### src/irq_offset_defs.svh
`ifndef IRQ_OFFSET_DEFS_SVH
`define IRQ_OFFSET_DEFS_SVH

// ----------------------------------------------------------------------------
// register offsets
// ----------------------------------------------------------------------------
`define ADDR_INTERRUPT_PIN_ROUTING 8'h2e
`define ADDR_X_AXIS_OFFSET 8'h2f
`define ADDR_Y_AXIS_OFFSET 8'h30
`define ADDR_Z_AXIS_OFFSET 8'h31

// ----------------------------------------------------------------------------
// routing field positions, one bit per function
// ----------------------------------------------------------------------------
`define ROUTE_SLEEP_WAKE_BIT 7
`define ROUTE_FIFO_BIT 6
`define ROUTE_TRANSIENT_BIT 5
`define ROUTE_ORIENTATION_BIT 4
`define ROUTE_PULSE_BIT 3
`define ROUTE_FALL_MOTION_BIT 2
`define ROUTE_SAMPLE_READY_BIT 0

// writable bits of the routing register; bit 1 is unused
`define ROUTING_WRITE_MASK 8'hfd

// ----------------------------------------------------------------------------
// reset values
// ----------------------------------------------------------------------------
`define ROUTING_RESET 8'h00
`define AXIS_OFFSET_RESET 8'h00
`define UNMAPPED_READ_VALUE 8'h00

// ----------------------------------------------------------------------------
// full-scale range codes for offset scaling
// ----------------------------------------------------------------------------
`define RANGE_2G 2'h0
`define RANGE_4G 2'h1
`define RANGE_8G 2'h2

`endif

### src/irq_offset_pkg.sv
package irq_offset_pkg;

    // ------------------------------------------------------------------------
    // data carriers
    // ------------------------------------------------------------------------
    typedef logic signed [11:0] sample_t;      // one axis sample, output units
    typedef logic signed [7:0] offset_t;       // one axis offset, 1.96 mg per count

    // three axis samples travelling together
    typedef struct packed {
        sample_t x;
        sample_t y;
        sample_t z;
    } axis_triplet_t;

    // three axis offsets
    typedef struct packed {
        offset_t x;
        offset_t y;
        offset_t z;
    } offset_triplet_t;

    // one interrupt pin, split for a push-pull or open-drain pad
    typedef struct packed {
        logic level;    // value driven when enabled
        logic drive_en; // high while the pad is driven
    } pin_drive_t;

    // register port request
    typedef struct packed {
        logic [7:0] addr;
        logic wr;
        logic [7:0] wdata;
    } reg_req_t;

endpackage

### src/axis_offset_adder.sv
`timescale 1ns/100ps
`default_nettype none
`include "irq_offset_defs.svh"

// adds one scaled, signed offset to one axis sample and saturates
module axis_offset_adder (
    input wire irq_offset_pkg::sample_t sample_in,
    input wire irq_offset_pkg::offset_t offset_in,
    input wire logic [1:0] range_in,
    output irq_offset_pkg::sample_t sample_out
);

    // ------------------------------------------------------------------------
    // scaling and saturating sum
    // ------------------------------------------------------------------------

    // output lsb is about 1 mg at 2 g, 2 mg at 4 g, 4 mg at 8 g
    always_comb begin
        logic signed [13:0] scaled;
        logic signed [13:0] sum;
        scaled = '0;
        sum = '0;
        case (range_in)
            `RANGE_2G: begin
                scaled = 14'(offset_in) <<< 1; // two counts per offset step
            end
            `RANGE_8G: begin
                scaled = 14'(offset_in) >>> 1; // half a count per step
            end
            default: begin
                scaled = 14'(offset_in);       // one count per step
            end
        endcase
        sum = 14'(sample_in) + scaled;
        // clip at the 12-bit two's-complement limits
        if (sum > 14'sd2047) begin
            sample_out = 12'sh7ff;
        end else if (sum < -14'sd2048) begin
            sample_out = 12'sh800;
        end else begin
            sample_out = sum[11:0];
        end
    end

endmodule // axis_offset_adder

`default_nettype wire

### src/interrupt_routing_offset_regs.sv
`timescale 1ns/100ps
`default_nettype none
`include "irq_offset_defs.svh"

// Overview of operation
// routing bit clear sends interrupt to pin b
// routing bit set sends interrupt to pin a
// routing resets to zero, all to pin b
// routing bit per function, fixed positions
// several functions combine onto one pin
// host reads source register after interrupt
// three read/write axis offsets at 0x2f-0x31
// offset shifts each axis zero-g output
// offsets are signed eight-bit two's complement
// one offset count equals 1.96 mg
// axis offsets reset to zero
// only enabled functions reach the pins
// level select: clear active low, set high
// drive select: push-pull or open-drain pins
// routing bit 1 reads zero, ignores writes
// scaled offset added before output registers
module interrupt_routing_offset_regs (
    input wire logic clk_sys_in,
    input wire logic rstn_in,
    // register port from the serial interface
    input wire logic [7:0] reg_addr_in,
    input wire logic reg_wr_in,
    input wire logic [7:0] reg_wdata_in,
    output logic [7:0] reg_rdata_out,
    // function interrupt requests and their enables
    input wire logic [7:0] func_irq_in,
    input wire logic [7:0] irq_enable_in,
    input wire logic irq_level_select_in,
    input wire logic irq_drive_select_in,
    // raw axis samples
    input wire irq_offset_pkg::axis_triplet_t sample_in,
    input wire logic sample_valid_in,
    input wire logic [1:0] range_in,
    // corrected axis samples
    output irq_offset_pkg::axis_triplet_t sample_out,
    output logic sample_valid_out,
    // interrupt pads
    output logic irq_pin_a_out,
    output logic irq_pin_a_oe_out,
    output logic irq_pin_b_out,
    output logic irq_pin_b_oe_out
);

    // ------------------------------------------------------------------------
    // state
    // ------------------------------------------------------------------------

    // every flip-flop of the block in one record
    typedef struct packed {
        logic [7:0] routing;                      // interrupt_pin_routing
        irq_offset_pkg::offset_triplet_t offsets; // x, y, z axis offsets
        logic [7:0] rdata;                        // read data for the port
        irq_offset_pkg::axis_triplet_t samples;   // corrected samples
        logic samples_valid;                      // corrected sample strobe
        irq_offset_pkg::pin_drive_t pin_a;        // first interrupt pad
        irq_offset_pkg::pin_drive_t pin_b;        // second interrupt pad
    } state_t;

    state_t state_r; // registered state
    state_t state_nxt; // next state

    irq_offset_pkg::reg_req_t req; // bundled register request
    logic [7:0] active_irq; // enabled requests
    logic want_a; // pin a asserted
    logic want_b; // pin b asserted
    irq_offset_pkg::sample_t corrected [3]; // adder results, x y z
    irq_offset_pkg::sample_t raw [3]; // raw samples by index
    irq_offset_pkg::offset_t offs [3]; // offsets by index

    assign req = '{addr: reg_addr_in, wr: reg_wr_in, wdata: reg_wdata_in};

    // ------------------------------------------------------------------------
    // per-axis offset correction
    // ------------------------------------------------------------------------

    // split the carriers into indexed arrays for the generate loop
    assign raw[0] = sample_in.x;
    assign raw[1] = sample_in.y;
    assign raw[2] = sample_in.z;
    assign offs[0] = state_r.offsets.x;
    assign offs[1] = state_r.offsets.y;
    assign offs[2] = state_r.offsets.z;

    // one adder per axis, signed 8-bit offset at 1.96 mg per count
    genvar axis;
    generate
        for (axis = 0; axis < 3; axis = axis + 1) begin : g_axis
            axis_offset_adder u_adder (
                .sample_in(raw[axis]),
                .offset_in(offs[axis]),
                .range_in(range_in),
                .sample_out(corrected[axis])
            );
        end
    endgenerate

    // ------------------------------------------------------------------------
    // interrupt routing
    // ------------------------------------------------------------------------

    // gate with enables, then split by routing bit and or together
    always_comb begin
        active_irq = func_irq_in & irq_enable_in;
        active_irq[1] = 1'b0; // no function sits at bit 1
        want_a = |(active_irq & state_r.routing);
        want_b = |(active_irq & ~state_r.routing);
    end

    // ------------------------------------------------------------------------
    // next state
    // ------------------------------------------------------------------------

    // register writes, read mux, sample path and pad drive
    always_comb begin
        state_nxt = state_r;

        // register writes
        if (req.wr) begin
            case (req.addr)
                `ADDR_INTERRUPT_PIN_ROUTING: begin
                    state_nxt.routing = req.wdata & `ROUTING_WRITE_MASK;
                end
                `ADDR_X_AXIS_OFFSET: begin
                    state_nxt.offsets.x = req.wdata;
                end
                `ADDR_Y_AXIS_OFFSET: begin
                    state_nxt.offsets.y = req.wdata;
                end
                `ADDR_Z_AXIS_OFFSET: begin
                    state_nxt.offsets.z = req.wdata;
                end
                default: begin
                    // other addresses belong elsewhere
                end
            endcase
        end

        // read data follows the address one cycle later
        case (req.addr)
            `ADDR_INTERRUPT_PIN_ROUTING: begin
                state_nxt.rdata = state_r.routing & `ROUTING_WRITE_MASK;
            end
            `ADDR_X_AXIS_OFFSET: begin
                state_nxt.rdata = state_r.offsets.x;
            end
            `ADDR_Y_AXIS_OFFSET: begin
                state_nxt.rdata = state_r.offsets.y;
            end
            `ADDR_Z_AXIS_OFFSET: begin
                state_nxt.rdata = state_r.offsets.z;
            end
            default: begin
                state_nxt.rdata = `UNMAPPED_READ_VALUE; // unmapped reads zero
            end
        endcase

        // corrected sample captured on each valid strobe
        state_nxt.samples_valid = sample_valid_in;
        if (sample_valid_in) begin
            state_nxt.samples.x = corrected[0];
            state_nxt.samples.y = corrected[1];
            state_nxt.samples.z = corrected[2];
        end

        // pad drive
        if (irq_drive_select_in) begin
            // open-drain: only ever pull low, release otherwise
            state_nxt.pin_a.level = 1'b0;
            state_nxt.pin_b.level = 1'b0;
            state_nxt.pin_a.drive_en = (want_a != irq_level_select_in);
            state_nxt.pin_b.drive_en = (want_b != irq_level_select_in);
        end else begin
            // push-pull: always driven, asserted level set by polarity
            state_nxt.pin_a.drive_en = 1'b1;
            state_nxt.pin_b.drive_en = 1'b1;
            state_nxt.pin_a.level = (want_a == irq_level_select_in);
            state_nxt.pin_b.level = (want_b == irq_level_select_in);
        end
    end

    // ------------------------------------------------------------------------
    // state register
    // ------------------------------------------------------------------------

    // reset: routing and offsets zero, pads push-pull and deasserted low-active
    always_ff @(posedge clk_sys_in or negedge rstn_in) begin
        if (!rstn_in) begin
            state_r.routing <= `ROUTING_RESET;
            state_r.offsets <= {3{`AXIS_OFFSET_RESET}};
            state_r.rdata <= `UNMAPPED_READ_VALUE;
            state_r.samples <= '0;
            state_r.samples_valid <= 1'b0;
            state_r.pin_a <= '{level: 1'b1, drive_en: 1'b1};
            state_r.pin_b <= '{level: 1'b1, drive_en: 1'b1};
        end else begin
            state_r <= state_nxt;
        end
    end

    // ------------------------------------------------------------------------
    // outputs
    // ------------------------------------------------------------------------

    // every output is a flip-flop of the state record
    assign reg_rdata_out = state_r.rdata;
    assign sample_out = state_r.samples;
    assign sample_valid_out = state_r.samples_valid;
    assign irq_pin_a_out = state_r.pin_a.level;
    assign irq_pin_a_oe_out = state_r.pin_a.drive_en;
    assign irq_pin_b_out = state_r.pin_b.level;
    assign irq_pin_b_oe_out = state_r.pin_b.drive_en;

endmodule // interrupt_routing_offset_regs

`default_nettype wire

### config.mk
export PLATFORM = sky130hd
export DESIGN_NAME = interrupt_routing_offset_regs
export DESIGN_NICKNAME = d
export VERILOG_FILES = /design/src/irq_offset_pkg.sv /design/src/axis_offset_adder.sv /design/src/interrupt_routing_offset_regs.sv
export VERILOG_INCLUDE_DIRS = /design/src /design/src/src
export SDC_FILE = /design/constraint.sdc
export NUM_CORES = 1
export LEC_CHECK = 0
export BUFFER_PORTS_ARGS = -buffer_cell sky130_fd_sc_hd__buf_2
export CORE_ASPECT_RATIO = 1.4
export CORE_MARGIN = 5
export CORE_UTILIZATION = 53
export DETAILED_ROUTE_END_ITERATION = 7
export PLACE_DENSITY = 0.83
export SLEW_MARGIN = 20
export SYNTH_ARGS = -nofsm -noshare
export SYNTH_HDL_FRONTEND = slang
export SYNTH_HIERARCHICAL = 1
export SYNTH_SLANG_ARGS = --single-unit
### constraint.sdc
create_clock -name clk_sys_in -period 4.55 [get_ports clk_sys_in]
set_input_delay 1.1375 -clock clk_sys_in [delete_from_list [all_inputs] [get_ports clk_sys_in]]
set_output_delay 1.1375 -clock clk_sys_in [all_outputs]
set_load 0.01 [all_outputs]
==> flow_summary.ini, run 1 <==
[floorplanning]
start_util_pct = 53.53
design.portCount = 125
num_rows = 47
core-area_um2 = 11700
die_y_um = 138.6
dieArea_um2 = 14130
die_w_um = 101.9

[clock_tree]
insertion_delay_ns = 0.35
clk_path_buf_depth = 2
holdBufCountCts = 0
cts_tree = built
cts-root-buf = clkbuf_16
cts.htree.levels = 3
cts_sinks = 80
clk_pin_slew_worst_paths_ns = 0.06
cts-resized-gates = 0
cts_buffers = 9
cts_setup_buffers = 0

[global_route]
grt_pass1_vias = 5055
grt_overflow = 0
grt_start_max_net_pins = 81
grt_usage_pct = 21.19
grt_antenna_before_repair = 0
grt_first_pass_wirelength_um = 23910

[timing]
slew_headroom_pct = 40.65
tightest_slew_ns = 0.8873
slew_viol_final = 0
fin_crit_sh_pct = 85.87
hold_viol = 0
fin_worst_skew_ns = 0.007341
post-route-min-period_ns = 3.907
setup_ws_ns = 0.6431
totalNegativeSetupSlack_ns = 0
rsz0062_at_grt = no
setup-violations-final = 0
fmax_mhz = 256.0

[routing]
drt_iter0_drc = 176
via_per_inst = 5.650
via_count = 4718
routed_wl_um = 14440
drtPass1Iterations = 4
routedWlPerCell_um = 17.29
drc_errors = 0
ant_nets = 0

[worst_setup_path]
startpoint_type = input pin
reg2reg_slack_ns = 1.53
crit_chain = buf_2 > mux2i_1 > o21ai_0 > ha_1 > a21oi_1 > o22ai_1 > nor4_2 > o21ai_1 > xor2_1 > maj3_2 > mux2_2
path_class = input pin to flip-flop
crit_fanout = 23
worstPathArrival_ns = 4.19
cpPeakStageDelay_ns = 0.70
cpMaxStageDelayCell = xor2_1
required_ns = 4.83
reg2reg_depth = 10
cp-end-kind = flip-flop

[placement]
io_buffer_count = 122
dp.cells = 819
gp_congestion = 0.8803
dp_hpwl_um = 11440
place_ws_ns = 0.2599

[synth]
avgSynthCellArea_um2 = 10.27
synth_cell_types = 58
yosysSeqAreaShare_pct = 32.04
synth_seq_cells = 80
syn-num-nets = 731
synth_async_sr_flop_share_pct = 100.0
synth_area_um2 = 6265
synthFlopType = dfrtp_1
netlist_instances = 610
synth_edf_count = 0
synth_warnings = 6

[finish]
stdcell_count = 835
insertedDiodeCount = 0
final_layout_size_suffix_gt1_share_pct = 40.12
area_growth_pct = 10.31
layout.nets = 804

[power_and_ir_drop]
power.leakage_uw = 0.003351
vdd_drop_max_mv = 0.2746
power.density_nw_per_um2 = 309.1

[worst_hold_path]
hp-class = flip-flop to flip-flop
hold_depth = 1

[flow_run]
cap_viol_max_count = 0

[outcome]
status = completed
cell usage after synthesis (all sizes together) (3+ instances only):
| cell | n | area [µm²] |
|---|---|---|
| maj3 | 11 | 123.9 |
| a31oi | 11 | 87.59 |
| clkbuf | 7 | 26.28 |
| inv | 15 | 56.30 |
| or2 | 7 | 43.79 |
| mux2i | 33 | 330.3 |
| nor3b | 3 | 27.52 |
| mux2 | 70 | 788.3 |
| xor2 | 10 | 87.58 |
| and3 | 4 | 26.28 |
| a21oi | 26 | 148.9 |
| nand3 | 19 | 137.6 |
| o22ai | 4 | 25.02 |
| xnor2 | 16 | 140.1 |
| a21o | 17 | 127.6 |
| a31o | 5 | 43.79 |
| nand2 | 47 | 176.4 |
| dfstp | 4 | 105.1 |
| or2b | 4 | 30.03 |
| nor2b | 5 | 38.78 |
| buf | 57 | 444.2 |
| fa | 3 | 60.06 |
| and2 | 3 | 21.27 |
| o21a | 15 | 112.6 |
| nor2 | 23 | 88.84 |
| nand2b | 9 | 56.30 |
| dfrtp | 76 | 1902 |
| ha | 42 | 525.5 |
| a221o | 8 | 90.09 |
| o21ai | 35 | 190.2 |
report_power, final:
| group | switching [µW] | total (µW) | internal, µW |
|---|---|---|---|
| sequential | 53.3 | 853 | 800 |
| clock | 324 | 703 | 379 |
| combinational | 294 | 580 | 286 |
| total | 671 | 2140 | 1460 |
critical path: cells and delay by family:
family / cells / cell delay, ns
buf+inv: 1 / 0.46
simple gates: 1 / 0.21
xor+xnor: 1 / 0.70
compound gates: 4 / 0.74
fa+ha+maj: 2 / 0.63
mux: 2 / 0.30
layout by cell type, fill, tap and decap left out, types with 9 or more instances in the layout:
cell / Yosys / layout
nand2b_1: 9 / 9
clkbuf_16: 0 / 9
mux2_2: 70 / 70
mux2i_1: 33 / 33
o21ai_0: 31 / 31
inv_1: 15 / 15
ha_1: 42 / 42
a21o_1: 17 / 17
buf_2: 4 / 121
dfrtp_1: 76 / 76
maj3_2: 11 / 11
nor2_1: 22 / 22
xnor2_1: 16 / 16
nand2_1: 47 / 47
o21a_1: 15 / 15
nand3_1: 15 / 15
a21oi_1: 21 / 21
xor2_1: 10 / 10
final cells by class:
class	instances	area (µm²)
clock buffer	9	225.2
clock inverter	7	60.06
fill	999	4792
inverter	15	56.30
multi-input combinational	451	3731
sequential	80	2007
tap	147	183.9
timing repair buffer	126	646.9
layer usage:
| layer | routed length, µm | vias to the layer above | GRT usage [%] |
|---|---|---|---|
| met5 | 0 | - | 0 |
| met4 | 352 | 0 | 7.878 |
| met3 | 778 | 23 | 4.177 |
| met2 | 7711 | 122 | 37.52 |
| met1 | 5596 | 2270 | 24.87 |
| li1 | - | 2303 | - |
metrics by stage:
step | hold WS [ns] | util [%] | instance area (µm²) | power [µW]
after floorplan | 0.4820 | - | 6265 | 1347
after global placement | 0.4854 | 56.58 | 6621 | 1426
after detailed placement | 0.4899 | 56.58 | 6621 | 1451
after CTS | 0.5038 | 59.02 | 6907 | 2155
after global routing | 0.5205 | 59.05 | 6910 | 2257
final | 0.5020 | 59.05 | 6910 | 2136
worst paths after layout:
path | from | endpoint
worst max-delay path | range_in[1] | sample_out[4]$_DFFE_PN0P_
worst min-delay path | sample_out[5]$_DFFE_PN0P_ | sample_out[5]$_DFFE_PN0P_
worst max register to register | offs[7]$_DFFE_PN0P_ | sample_out[4]$_DFFE_PN0P_
worst min register to register | sample_out[5]$_DFFE_PN0P_ | sample_out[5]$_DFFE_PN0P_
max in group asynchronous | rstn_in | sample_out[10]$_DFFE_PN0P_
min in group asynchronous | rstn_in | state_r[79]$_DFFE_PN0P_
state kept, by name, summed over array words and instances (netlist names):
name and flops:
irq_pin_a_oe_out 1, irq_pin_a_out 1, irq_pin_b_oe_out 1, irq_pin_b_out 1, offs 24, reg_rdata_out 8, sample_out 36, sample_valid_out 1
state_r 7
cell families after synthesis:
logic type                 after synthesis  synth area share, %
and+or+nand+nor                        136                12.10
xor gates and xnor gates                26                3.635
muxes                                  103                17.86
AOI/OAI and AO/OA                      130                14.64
buffers and inverters                   79                8.408
adders and majority gates               56                11.32
DFF                                     80                32.04
Note: power is estimated with default switching activity, not from simulation.
==> inputs of run 2 (changes only) <==
==> constraint.sdc (replaced) <==
create_clock -name clk_sys_in -period 5 [get_ports clk_sys_in]
set_input_delay 1.25 -clock clk_sys_in [delete_from_list [all_inputs] [get_ports clk_sys_in]]
set_output_delay 1.25 -clock clk_sys_in [all_outputs]
set_load 0.01 [all_outputs]
==> run 2 against run 1 <==
Compared with the run above:
- setup slack better by 0.22 ns
- power is 4.8% lower
- non-clock buffer count is 3 lower
- combinational power is 9.0% lower
- largest cell class unchanged
- largest power group unchanged
- die area stayed put
- clock-buffer cell count stayed put
==> flow_summary.ini, run 2 (same netlist as run 1, synthesis figures left out) <==
[worst_setup_path]
critical_path.top_delay_family = XOR/XNOR gates
startpoint_type = input pin
cp-end-kind = flip-flop
worstPathArrival_ns = 4.42
cpPeakStageDelay_ns = 0.80
crit_buf_inv = 1
cpMaxStageDelayCell = xor2_1
reg2reg_slack_ns = 1.84
path_class = input pin to flip-flop
required_ns = 5.28
crit_chain = buf_2 > nor2_1 > mux2_2 > ha_1 > o21ai_1 > nor2_2 > o211ai_2 > o21ai_1 > xor2_1 > maj3_2 > mux2_2
crit_fanout = 45

[global_route]
grt_antenna_before_repair = 0
met1_usage_pct = 25.35
grt_overflow = 0
grt_pass1_vias = 5068
grt_start_max_net_pins = 81
grt_use_met2_pct = 38.21
grt_first_pass_wirelength_um = 24270
grt_usage_pct = 21.40
top_usage_layer = met2
grt_util_met3_pct = 3.573

[timing]
post-route-min-period_ns = 4.135
slew_viol_final = 0
fin_crit_sh_pct = 82.70
setup-violations-final = 0
hold_viol = 0
rsz0062_at_grt = no
fin_worst_skew_ns = 0.003877
totalNegativeSetupSlack_ns = 0
slew_headroom_pct = 33.88
fmax_mhz = 241.8
tightest_slew_ns = 0.9884
setup_ws_ns = 0.8649

[power_and_ir_drop]
power.share.sequential_pct = 38.2
p_switching_uw = 603.1
pwr-share-comb_pct = 25.9
power.leakage_uw = 0.003355
internal_power_uw = 1430
swShare_pct = 29.66
vdd_drop_max_mv = 0.1990
clkPwrFrac_pct = 35.9
power.density_nw_per_um2 = 293.4

[floorplanning]
design.portCount = 125
die_y_um = 138.6
dieArea_um2 = 14130
die_w_um = 101.9
core-area_um2 = 11700
start_util_pct = 53.53
num_rows = 47

[clock_tree]
cts-resized-gates = 0
cts_tree = built
clk_pin_slew_worst_paths_ns = 0.06
cts_sinks = 80
cts.htree.levels = 3
cts-root-buf = clkbuf_16
insertion_delay_ns = 0.35
cts_buffers = 9
clk_path_buf_depth = 2
cts_setup_buffers = 0
holdBufCountCts = 0

[finish]
final_cell_mix = buf_2 (121), dfrtp_1 (76), mux2_2 (70)
area_growth_pct = 10.63
final_layout_size_suffix_gt1_share_pct = 39.85
insertedDiodeCount = 0
largest_reg_flops = 36
layout_commonest_cell = buf_2
fillers = 1033
layout.nets = 801

[routing]
drtPass1Iterations = 5
ant_nets = 0
drt_iter0_drc = 126
drc_errors = 0
routed_wl_um = 14660
via_per_inst = 5.689
via_count = 4733
routedWlPerCell_um = 17.62

[placement]
dp_hpwl_um = 11500
place_ws_ns = 0.5365
io_buffer_count = 122
gp_congestion = 0.8945

[flow_run]
cap_viol_max_count = 0

[outcome]
status = completed

[worst_hold_path]
hp-class = flip-flop to flip-flop
## run 2: power by group through the flow
stage	logic (µW)	registers [µW]	clock network (µW)
3_3_place_gp	512	784	0
4_1_cts	534	778	746
6_report	528	776	729
5_1_grt	582	789	776
2_1_floorplan	450	776	0
3_5_place_dp	531	789	0
## run 2: per-stage QoR
| stage | total power [µW] | hold WS [ns] | utilization [%] | std cells | cell area, µm² |
|---|---|---|---|---|---|
| 6_report | 2033 | 0.4989 | 59.22 | 832 | 6930 |
| 5_1_grt | 2146 | 0.5191 | 59.22 | 832 | 6930 |
| 4_1_cts | 2058 | 0.5052 | 59.19 | 832 | 6927 |
| 3_5_place_dp | 1320 | 0.4910 | 56.39 | 816 | 6599 |
| 3_3_place_gp | 1296 | 0.4854 | 56.39 | 816 | 6599 |
| 2_1_floorplan | 1226 | 0.4820 | - | 610 | 6265 |
## run 2: layer usage
metal	part of all wire, %	vias to the layer above	routed length, µm
met5	0	-	0
met4	2.5	0	366
met3	4.7	25	684
met2	53	117	7832
met1	39	2279	5777
li1	-	2312	-
## run 2: worst paths after layout
check,startpoint,end,cells past startpoint
min in group asynchronous,rstn_in,state_r[76]$_DFFE_PN0P_,1
hold / removal,sample_out[5]$_DFFE_PN0P_,sample_out[5]$_DFFE_PN0P_,1
setup / recovery,range_in[0],sample_out[2]$_DFFE_PN0P_,11
setup reg to reg,offs[7]$_DFFE_PN0P_,sample_out[2]$_DFFE_PN0P_,10
hold reg to reg,sample_out[5]$_DFFE_PN0P_,sample_out[5]$_DFFE_PN0P_,1
max in group asynchronous,rstn_in,sample_out[9]$_DFFE_PN0P_,1
## run 2: final cells by class
class | count | area [µm²] | area share (%)
multi-input combinational | 451 | 3731 | 53.84
sequential | 80 | 2007 | 28.96
timing repair buffer | 123 | 624.3 | 9.009
clock buffer | 9 | 225.2 | 3.250
tap | 147 | 183.9 | 2.654
clock inverter | 7 | 102.6 | 1.480
inverter | 15 | 56.30 | 0.8124
## run 2: worst register-to-register path: cells and delay by family, from the launching register on
kind                       cells  cell delay (ns)
AOI/OAI and AO/OA              4             0.48
xor gates and xnor gates       1             0.80
adders and majority gates      2             0.82
DFF                            1             0.49
muxes                          2             0.31
and+or+nand+nor                1             0.19
